### src/design/dioc_regs.svh
// Register offsets, field positions, reset values and codes for the pin bank.
`ifndef DIOC_REGS_SVH
`define DIOC_REGS_SVH

`define DIOC_NPINS        32
`define DIOC_IDX_W        5
`define DIOC_ADDR_W       8
`define DIOC_DATA_W       32

// Per-pin configuration word: address = pin index.
`define DIOC_PIN_BASE     8'h00
// Pin level readback at once for all pins in neither UART nor PWM use; others read 0.
`define DIOC_LEVEL_ADDR   8'h20
// Two PWM generators: half-period in cycles, then control state.
`define DIOC_PWM0_PER     8'h24
`define DIOC_PWM0_CTL     8'h28
`define DIOC_PWM1_PER     8'h2C
`define DIOC_PWM1_CTL     8'h30

// Fields of the per-pin word.
`define DIOC_F_FUNC       0
`define DIOC_F_DIR        1
`define DIOC_F_TYPE_LO    2
`define DIOC_F_TYPE_HI    3
`define DIOC_F_LEVEL      4
`define DIOC_F_SRC_LO     5
`define DIOC_F_SRC_HI     6
`define DIOC_F_STAT       7
`define DIOC_CFG_W        7

// Control field of a PWM control register.
`define DIOC_CTL_LO       0
`define DIOC_CTL_HI       2
`define DIOC_PER_W        16
`define DIOC_PER_RST      16'h0001
`define DIOC_ZERO32       32'h0000_0000

// Driver type codes.
`define DIOC_TYPE_PP      2'h0
`define DIOC_TYPE_OD      2'h1
`define DIOC_TYPE_TRI     2'h2

// Output source codes.
`define DIOC_SRC_NONE     2'h0
`define DIOC_SRC_PWM0     2'h1
`define DIOC_SRC_PWM1     2'h2

// PWM control codes.
`define DIOC_PWM_IDLE     3'h0
`define DIOC_PWM_STPLO    3'h1
`define DIOC_PWM_ONESHOT  3'h2
`define DIOC_PWM_RUN      3'h3
`define DIOC_PWM_STPHI    3'h4

`endif

### src/design/dioc_pkg.sv
// Types shared by the pin bank design files.
package dioc_pkg;
   typedef enum logic [2:0] {
      DIOC_IDLE,
      DIOC_STPLO,
      DIOC_ONESHOT,
      DIOC_RUN,
      DIOC_STPHI
   } dioc_pwm_e;

   typedef struct packed {
      logic [1:0] src;
      logic       level;
      logic [1:0] drv;
      logic       dir;
      logic       gpio;
   } dioc_cfg_s;
endpackage

### src/design/dioc_pwm.sv
// One PWM generator with idle, stop, run and one-shot control.
`timescale 1ns/1ps
`include "dioc_regs.svh"
module dioc_pwm (
   input  wire logic                    clk,
   input  wire logic                    rst,
   input  wire logic [`DIOC_PER_W-1:0]  period,
   input  wire logic                    ctl_wr,
   input  wire dioc_pkg::dioc_pwm_e     ctl_in,
   output      dioc_pkg::dioc_pwm_e     ctl_out,
   output      logic                    pwm_out
);
   dioc_pkg::dioc_pwm_e       ctl_reg;
   dioc_pkg::dioc_pwm_e       ctl_next;
   logic [`DIOC_PER_W-1:0]    cnt_reg;
   logic [`DIOC_PER_W-1:0]    cnt_next;
   logic                      out_reg;
   logic                      out_next;
   logic                      shot_reg;
   logic                      shot_next;
   logic                      tick;

   assign tick    = (cnt_reg >= period - `DIOC_PER_W'(1));
   assign ctl_out = ctl_reg;
   assign pwm_out = out_reg;

   always_comb begin
      ctl_next  = ctl_reg;
      out_next  = out_reg;
      shot_next = shot_reg;
      cnt_next  = tick ? '0 : cnt_reg + `DIOC_PER_W'(1);
      if (ctl_wr) begin
         ctl_next  = ctl_in;
         cnt_next  = '0;
         shot_next = 1'b0;
         if (ctl_in == dioc_pkg::DIOC_ONESHOT) begin
            out_next = ~out_reg;
         end
      end else begin
         unique case (ctl_reg)
            dioc_pkg::DIOC_IDLE: begin
               cnt_next = '0;
            end
            dioc_pkg::DIOC_STPLO: begin
               out_next = 1'b0;
               cnt_next = '0;
            end
            dioc_pkg::DIOC_STPHI: begin
               out_next = 1'b1;
               cnt_next = '0;
            end
            dioc_pkg::DIOC_RUN: begin
               if (tick) begin
                  out_next = ~out_reg;
               end
            end
            dioc_pkg::DIOC_ONESHOT: begin
               // The opposite level lasts one half-period, then back.
               if (tick && !shot_reg) begin
                  out_next  = ~out_reg;
                  shot_next = 1'b1;
               end
               if (shot_reg) begin
                  ctl_next  = dioc_pkg::DIOC_IDLE;
                  shot_next = 1'b0;
               end
            end
            default: begin
               ctl_next = dioc_pkg::DIOC_IDLE;
            end
         endcase
      end
   end

   always_ff @(posedge clk) begin
      if (rst) begin
         ctl_reg  <= dioc_pkg::DIOC_IDLE;
         cnt_reg  <= '0;
         out_reg  <= 1'b0;
         shot_reg <= 1'b0;
      end else begin
         ctl_reg  <= ctl_next;
         cnt_reg  <= cnt_next;
         out_reg  <= out_next;
         shot_reg <= shot_next;
      end
   end
endmodule

### src/design/dioc_top.sv
// Configuration, drive and readback logic for a bank of dedicated I/O pins.
// How it works
// - A per-pin function bit hands the pin to GPIO when set, else to UART.
// - A per-pin direction bit makes the pin an output at 1, input at 0.
// - An output pin drives push-pull, open-drain or tri-state.
// - A per-pin level bit sets the driven level high or low.
// - Pins are numbered from zero and each setting is chosen by index.
// - A pin in neither UART nor PWM use reports its level as 1 or 0.
// - PWM runs idle, stop-low, stop-high, run or one-shot control.
// - Each pin takes its output from PWM 0, PWM 1 or neither.
`timescale 1ns/1ps
`include "dioc_regs.svh"
module dioc_top (
   input  wire logic                      CORE_CLK,
   input  wire logic                      RESET,
   input  wire logic [`DIOC_ADDR_W-1:0]   ADDR,
   input  wire logic [`DIOC_DATA_W-1:0]   WDATA,
   input  wire logic                      WR,
   input  wire logic                      RD,
   output      logic [`DIOC_DATA_W-1:0]   RDATA,
   input  wire logic [`DIOC_NPINS-1:0]    PIN_IN,
   output      logic [`DIOC_NPINS-1:0]    PIN_OUT,
   output      logic [`DIOC_NPINS-1:0]    PIN_OE_N,
   output      logic [`DIOC_NPINS-1:0]    GPIO_OWN,
   input  wire logic [`DIOC_NPINS-1:0]    UART_OUT,
   input  wire logic [`DIOC_NPINS-1:0]    UART_OE
);
   dioc_pkg::dioc_cfg_s       cfg_reg [`DIOC_NPINS];
   logic [`DIOC_NPINS-1:0]    sync1_reg;
   logic [`DIOC_NPINS-1:0]    sync2_reg;
   logic [`DIOC_PER_W-1:0]    per0_reg;
   logic [`DIOC_PER_W-1:0]    per1_reg;
   logic [`DIOC_DATA_W-1:0]   rdata_next;
   logic [`DIOC_NPINS-1:0]    out_next;
   logic [`DIOC_NPINS-1:0]    oe_n_next;
   logic [`DIOC_NPINS-1:0]    own_next;
   logic [`DIOC_NPINS-1:0]    status_bits;
   dioc_pkg::dioc_pwm_e       ctl0;
   dioc_pkg::dioc_pwm_e       ctl1;
   logic                      pwm0;
   logic                      pwm1;
   logic                      pin_hit;
   logic [`DIOC_IDX_W-1:0]    pin_idx;
   logic                      wr_ctl0;
   logic                      wr_ctl1;
   dioc_pkg::dioc_pwm_e       wctl;

   assign pin_hit = (ADDR < 8'(`DIOC_NPINS));
   assign pin_idx = ADDR[`DIOC_IDX_W-1:0];
   assign wr_ctl0 = WR && (ADDR == `DIOC_PWM0_CTL);
   assign wr_ctl1 = WR && (ADDR == `DIOC_PWM1_CTL);
   assign wctl    = dioc_pkg::dioc_pwm_e'(WDATA[`DIOC_CTL_HI:`DIOC_CTL_LO]);

   dioc_pwm u_pwm0 (
      .clk     (CORE_CLK),
      .rst     (RESET),
      .period  (per0_reg),
      .ctl_wr  (wr_ctl0),
      .ctl_in  (wctl),
      .ctl_out (ctl0),
      .pwm_out (pwm0)
   );

   dioc_pwm u_pwm1 (
      .clk     (CORE_CLK),
      .rst     (RESET),
      .period  (per1_reg),
      .ctl_wr  (wr_ctl1),
      .ctl_in  (wctl),
      .ctl_out (ctl1),
      .pwm_out (pwm1)
   );

   // Pin levels come from outside, so they pass two flip-flops first.
   always_ff @(posedge CORE_CLK) begin
      if (RESET) begin
         sync1_reg <= '0;
         sync2_reg <= '0;
      end else begin
         sync1_reg <= PIN_IN;
         sync2_reg <= sync1_reg;
      end
   end

   always_ff @(posedge CORE_CLK) begin
      if (RESET) begin
         for (int i = 0; i < `DIOC_NPINS; i++) begin
            cfg_reg[i] <= '0;
         end
         per0_reg <= `DIOC_PER_RST;
         per1_reg <= `DIOC_PER_RST;
      end else if (WR) begin
         if (pin_hit) begin
            cfg_reg[pin_idx] <= dioc_pkg::dioc_cfg_s'(
               WDATA[`DIOC_CFG_W-1:0]);
         end
         if (ADDR == `DIOC_PWM0_PER) begin
            per0_reg <= WDATA[`DIOC_PER_W-1:0];
         end
         if (ADDR == `DIOC_PWM1_PER) begin
            per1_reg <= WDATA[`DIOC_PER_W-1:0];
         end
      end
   end

   // Per-pin drive decision; a generate loop keeps each pin identical.
   for (genvar p = 0; p < `DIOC_NPINS; p++) begin : g_pin
      logic lvl;
      logic pwm_used;
      assign pwm_used = (cfg_reg[p].src == `DIOC_SRC_PWM0) ||
                        (cfg_reg[p].src == `DIOC_SRC_PWM1);
      assign lvl = (cfg_reg[p].src == `DIOC_SRC_PWM0) ? pwm0 :
                   (cfg_reg[p].src == `DIOC_SRC_PWM1) ? pwm1 :
                   cfg_reg[p].level; // output level
      always_comb begin
         own_next[p]  = cfg_reg[p].gpio;
         out_next[p]  = 1'b0;
         oe_n_next[p] = 1'b1;
         if (!cfg_reg[p].gpio) begin
            out_next[p]  = UART_OUT[p];
            oe_n_next[p] = ~UART_OE[p];
         end else if (cfg_reg[p].dir) begin
            unique case (cfg_reg[p].drv)
               `DIOC_TYPE_PP: begin
                  out_next[p]  = lvl;
                  oe_n_next[p] = 1'b0;
               end
               `DIOC_TYPE_OD: begin
                  out_next[p]  = 1'b0;
                  oe_n_next[p] = lvl;
               end
               default: begin
                  // Tri-state and the unused code leave the pin floating.
                  out_next[p]  = lvl;
                  oe_n_next[p] = 1'b1;
               end
            endcase
         end
      end
      assign status_bits[p] = cfg_reg[p].gpio && !pwm_used && sync2_reg[p];
   end

   // Read mux; the answer stands one cycle after the strobe.
   always_comb begin
      rdata_next = `DIOC_ZERO32;
      if (RD) begin
         if (pin_hit) begin
            rdata_next[`DIOC_CFG_W-1:0] = cfg_reg[pin_idx];
            rdata_next[`DIOC_F_STAT]    = status_bits[pin_idx];
         end else if (ADDR == `DIOC_LEVEL_ADDR) begin
            rdata_next = status_bits;
         end else if (ADDR == `DIOC_PWM0_PER) begin
            rdata_next[`DIOC_PER_W-1:0] = per0_reg;
         end else if (ADDR == `DIOC_PWM1_PER) begin
            rdata_next[`DIOC_PER_W-1:0] = per1_reg;
         end else if (ADDR == `DIOC_PWM0_CTL) begin
            rdata_next[`DIOC_CTL_HI:`DIOC_CTL_LO] = ctl0;
         end else if (ADDR == `DIOC_PWM1_CTL) begin
            rdata_next[`DIOC_CTL_HI:`DIOC_CTL_LO] = ctl1;
         end
      end
   end

   always_ff @(posedge CORE_CLK) begin
      if (RESET) begin
         RDATA    <= `DIOC_ZERO32;
         PIN_OUT  <= '0;
         PIN_OE_N <= '1;
         GPIO_OWN <= '0;
      end else begin
         RDATA    <= rdata_next;
         PIN_OUT  <= out_next;
         PIN_OE_N <= oe_n_next;
         GPIO_OWN <= own_next;
      end
   end
endmodule

### config.mk
export PLATFORM = sky130hd
export DESIGN_NAME = dioc_top
export DESIGN_NICKNAME = d
export VERILOG_FILES = /design/src/design/dioc_pkg.sv /design/src/design/dioc_pwm.sv /design/src/design/dioc_top.sv
export VERILOG_INCLUDE_DIRS = /design/src /design/src/design
export SDC_FILE = /design/constraint.sdc
export NUM_CORES = 1
export LEC_CHECK = 0
export BUFFER_PORTS_ARGS = -buffer_cell sky130_fd_sc_hd__buf_4
export CAP_MARGIN = 20
export CORE_ASPECT_RATIO = 0.6
export CORE_MARGIN = 3
export CORE_UTILIZATION = 54
export DETAILED_ROUTE_END_ITERATION = 8
export HOLD_SLACK_MARGIN = 0.08
export PLACE_DENSITY = 0.79
export SYNTH_ARGS = -nofsm -noshare
export SYNTH_HDL_FRONTEND = slang
export SYNTH_SLANG_ARGS = --single-unit
### constraint.sdc
create_clock -name CORE_CLK -period 9.58 [get_ports CORE_CLK]
set_clock_uncertainty 0.05 [all_clocks]
set_input_delay 0 -clock CORE_CLK [delete_from_list [all_inputs] [get_ports CORE_CLK]]
set_output_delay 0 -clock CORE_CLK [all_outputs]
set_load 0.005 [all_outputs]
==> summary.md <==
| Metric | Value |
|---|---|
| Pre-Repair DR Iteration Count | `6` |
| Initial DRC Count | `2,570` |
| Worst Hold Launch | `PIN_IN[15]` |
| Drt drc | `0` |
| CP Data Arrival Time | `4.54 ns` |
| H-tree depth | `2` |
| Worst path slowest cell | `or4_1` |
| Slew HR | `27.56%` |
| Clk Latency, worst-skew pair | `0.57 ns` |
| Placer Congestion | `0.9590` |
| TritonCTS clock tree | `built` |
| Crit share post-route | `43.40%` |
| Avg WL per Cell | `22.92 µm` |
| Final-stage net count | `2,751` |
| Slew @ Worst Pin | `1.075 ns` |
| Bufs on Longest Clock Path | `3` |
| Slew Limit Fails | `0` |
| Clock-pin slew on the worst setup and hold paths | `0.07 ns` |
| Clock Tree Root | `clkbuf_16` |
| Setup Viol. Count Final | `0` |
| IO Port Bufs | `251` |
| Layout area overhead | `22.87%` |
| Die area | `45,830 µm²` |
| Worst hold path type | `in2reg` |
| Yosys top cell area share | `28.82%` |
| P_leak | `0.01109 µW` |
| Netlist Area Pre-Place | `23,340 µm²` |
| Fin. Hold Viols | `0` |
| Worst-case reg-to-reg path depth | `11` |
| Setup_tns | `0 ns` |
| Max reg flops | `224` |
| Synth area leader | `edfxtp_1` |
| FILL cells | `2,993` |
| Num CTS Buffers | `46` |
| Register-to-register setup slack | `5.42 ns` |
| Power Dens Cells | `164.3 nW/µm²` |
| Critical Path Most Common Cell | `or4_1` |
| Count of cell types in the netlist | `67` |
| Synthesized net count | `2,394` |
| N_diodes | `0` |
| Setup crit end kind | `flop` |
| Initial core utilization | `55.26%` |
| Max Clk Rate | `240.5 MHz` |
| Num rows | `58` |
| Core area | `42,240 µm²` |
| Critical path type | `reg2reg` |
| Crit-path cells | `or3_1 > nor3b_1 > nand2_1 > nor4_1 > xnor2_1 > ha_1 > nand4_1 > or4_1 > o221ai_1 > or4_1 > nor2_1` |
| Drt total wl | `71,450 µm` |
| Synth Area per Inst | `10.84 µm²` |
| Critical Path RT | `9.96 ns` |
| Die span in y | `167.0 µm` |
| Startpoint type of the worst setup path | `flop` |
| DIE WIDTH | `274.4 µm` |
| R2R Path Start | `per1_reg[2]$_SDFFE_PP0P_` |
| Met3 wire len | `9568 µm` |
| Vias per std cell | `5.955` |
| Routed Antenna Nets | `0` |
| DPL Wire Length | `47,710 µm` |
| Largest net degree at the start of global routing | `100` |
| Total grt overflow | `0` |
| Post-synth EDFFs | `224` |
| Layout cells sized above 1 | `16.61%` |
| Metal1 wirelength | `28,360 µm` |
| Hold endpoint | `sync1_reg[15]$_SDFF_PP0_` |
| All-Layer GR Usage | `30.77%` |
| Minimum clock period | `4.158 ns` |
| Peak supply drop | `109.9 µV` |
| RSZ-0062 raised after global routing | `false` |
| Mapped Cells | `2,154` |
| Status | `complete, no violations` |
| Hold depth | `3` |
| Register area share after synthesis | `51.64%` |
| Critical path fanouts, max | `16` |
| IO Count | `268` |
| YS warnings | `0` |
| Clock sink total | `490` |
| #FFs+latches synth | `490` |
| Max-cap violations | `0` |
| Ys async rst share | `0%` |
| WHS | `0.1494 ns` |
| First-pass GRT wire length | `107,300 µm` |
| CP max stage delay | `0.57 ns` |
| Most common flop cell mapped by yosys | `dfxtp_1` |
| Initial antenna violation count | `2` |
| Routed met2 length | `31,200 µm` |
| Vias in the first global route | `18,069` |
| Highest Signal Layer | `met5` |
| Top post-synthesis cells by area | `edfxtp_1 (29%), dfxtp_1 (23%), mux4_2 (6.4%)` |
| Worst r2r dst | `u_pwm1.cnt_reg[4]$_SDFF_PP0_` |
| Via count | `18,561` |
[kinds of logic (layout without fill, tap and decap cells)]
family / Yosys count / after routing / synth area share [%]
AO/OA/AOI/OAI: 339 / 339 / 8.492
XOR/XNOR: 55 / 55 / 2.064
adder cells (fa/ha/maj): 100 / 100 / 5.361
buffers and inverters: 227 / 620 / 4.020
flip-flops: 490 / 490 / 51.64
multiplexers: 110 / 110 / 8.534
AND/OR/NAND/NOR: 833 / 833 / 19.89
[power by group]
part	switching [µW]	total [µW]	leakage (µW)	internal (µW)
registers	74.3	2340	0.00431	2270
logic	220	430	0.00600	210
clock network	818	1940	0.000781	1120
total	1110	4710	0.0111	3600
[synthesized netlist by cell type, types with 32 or more instances]
| cell | count |
|---|---|
| o21ai_0 | 120 |
| dfxtp_1 | 266 |
| o2111ai_1 | 32 |
| a21oi_1 | 120 |
| nand2_1 | 123 |
| nor2_1 | 118 |
| clkbuf_1 | 68 |
| nand3_1 | 65 |
| nor2b_1 | 138 |
| nand2b_1 | 43 |
| edfxtp_1 | 224 |
| nand3b_1 | 33 |
| mux4_2 | 66 |
| xnor2_1 | 34 |
| inv_1 | 116 |
| ha_1 | 100 |
| mux2i_1 | 40 |
| and2_1 | 226 |
[placed cells by master, fill, tap and decap left out, types with 16 or more instances in the layout]
cell and instances:
nand3b_1 33, clkbuf_16 48, o22ai_1 17, nor2b_1 138, mux4_2 66, nand2b_1 43
edfxtp_1 224, xor2_1 21, a21oi_1 120, dfxtp_1 264, and2_1 226, mux2i_1 40
nand2_1 123, buf_4 254, nor3_1 16, nand3_1 65, ha_1 100, nor2_1 118
dlygate4sd3_1 162, o2111ai_1 32, inv_1 115, xnor2_1 34, o21ai_0 120
[how the worst max path moves through the flow]
| stage | cells past startpoint | slack [ns] | end | startpoint |
|---|---|---|---|---|
| 6_report | 11 | 5.42 | u_pwm1.cnt_reg[4]$_SDFF_PP0_ | per1_reg[2]$_SDFFE_PP0P_ |
| 5_1_grt | 11 | 5.22 | u_pwm1.cnt_reg[9]$_SDFF_PP0_ | per1_reg[2]$_SDFFE_PP0P_ |
| 4_1_cts | 11 | 5.46 | u_pwm1.cnt_reg[4]$_SDFF_PP0_ | per1_reg[2]$_SDFFE_PP0P_ |
| 3_5_place_dp | 11 | 5.51 | u_pwm1.cnt_reg[2]$_SDFF_PP0_ | per1_reg[2]$_SDFFE_PP0P_ |
| 3_3_place_gp | 11 | 5.74 | u_pwm1.cnt_reg[15]$_SDFF_PP0_ | per1_reg[2]$_SDFFE_PP0P_ |
| 2_1_floorplan | 13 | 6.27 | u_pwm1.cnt_reg[8]$_SDFF_PP0_ | per1_reg[4]$_SDFFE_PP0P_ |
[stage by stage]
stage          worst slack, ns  cells  power [µW]  utilization (%)  cell area, µm²
3_5_place_dp             5.511   2869        2748            60.32           25470
2_1_floorplan            6.275   2154        2557                -           23340
4_1_cts                  5.457   3115        4689            67.88           28670
6_report                 5.422   3117        4711            67.90           28680
5_1_grt                  5.220   3117        4827            67.90           28680
3_3_place_gp             5.737   2869        2736            60.32           25470
[layer usage]
layer  vias up  track usage, %
li1       8265               -
met3       181           8.223
met2      1222           46.40
met1      8889           43.60
met5         -               0
met4         4           9.451
[worst max-delay path: cells and delay by family, from the launching register on]
family | cells | cell delay [ns]
and+or+nand+nor | 8 | 2.70
DFF | 1 | 0.42
AOI/OAI and AO/OA | 1 | 0.39
adders and majority gates | 1 | 0.32
xor gates and xnor gates | 1 | 0.13
[cell type report]
type,count,area [µm²],area share (%)
clock buffers,67,1355,4.725
clock inverters,17,217.7,0.7591
inverters,117,439.2,1.531
multi-input cells,1437,10350,36.09
flip-flops and latches,490,12050,42.03
well taps,570,713.2,2.487
repair buffers,419,3550,12.38
[what timing repair did]
action	in CTS	in global routing
buffers inserted	0	0
endpoints found under the hold margin	408	0
endpoints found under the setup margin	0	0
gates resized for setup	0	0
hold buffers	162	0
(Power assumes the default switching activity.)
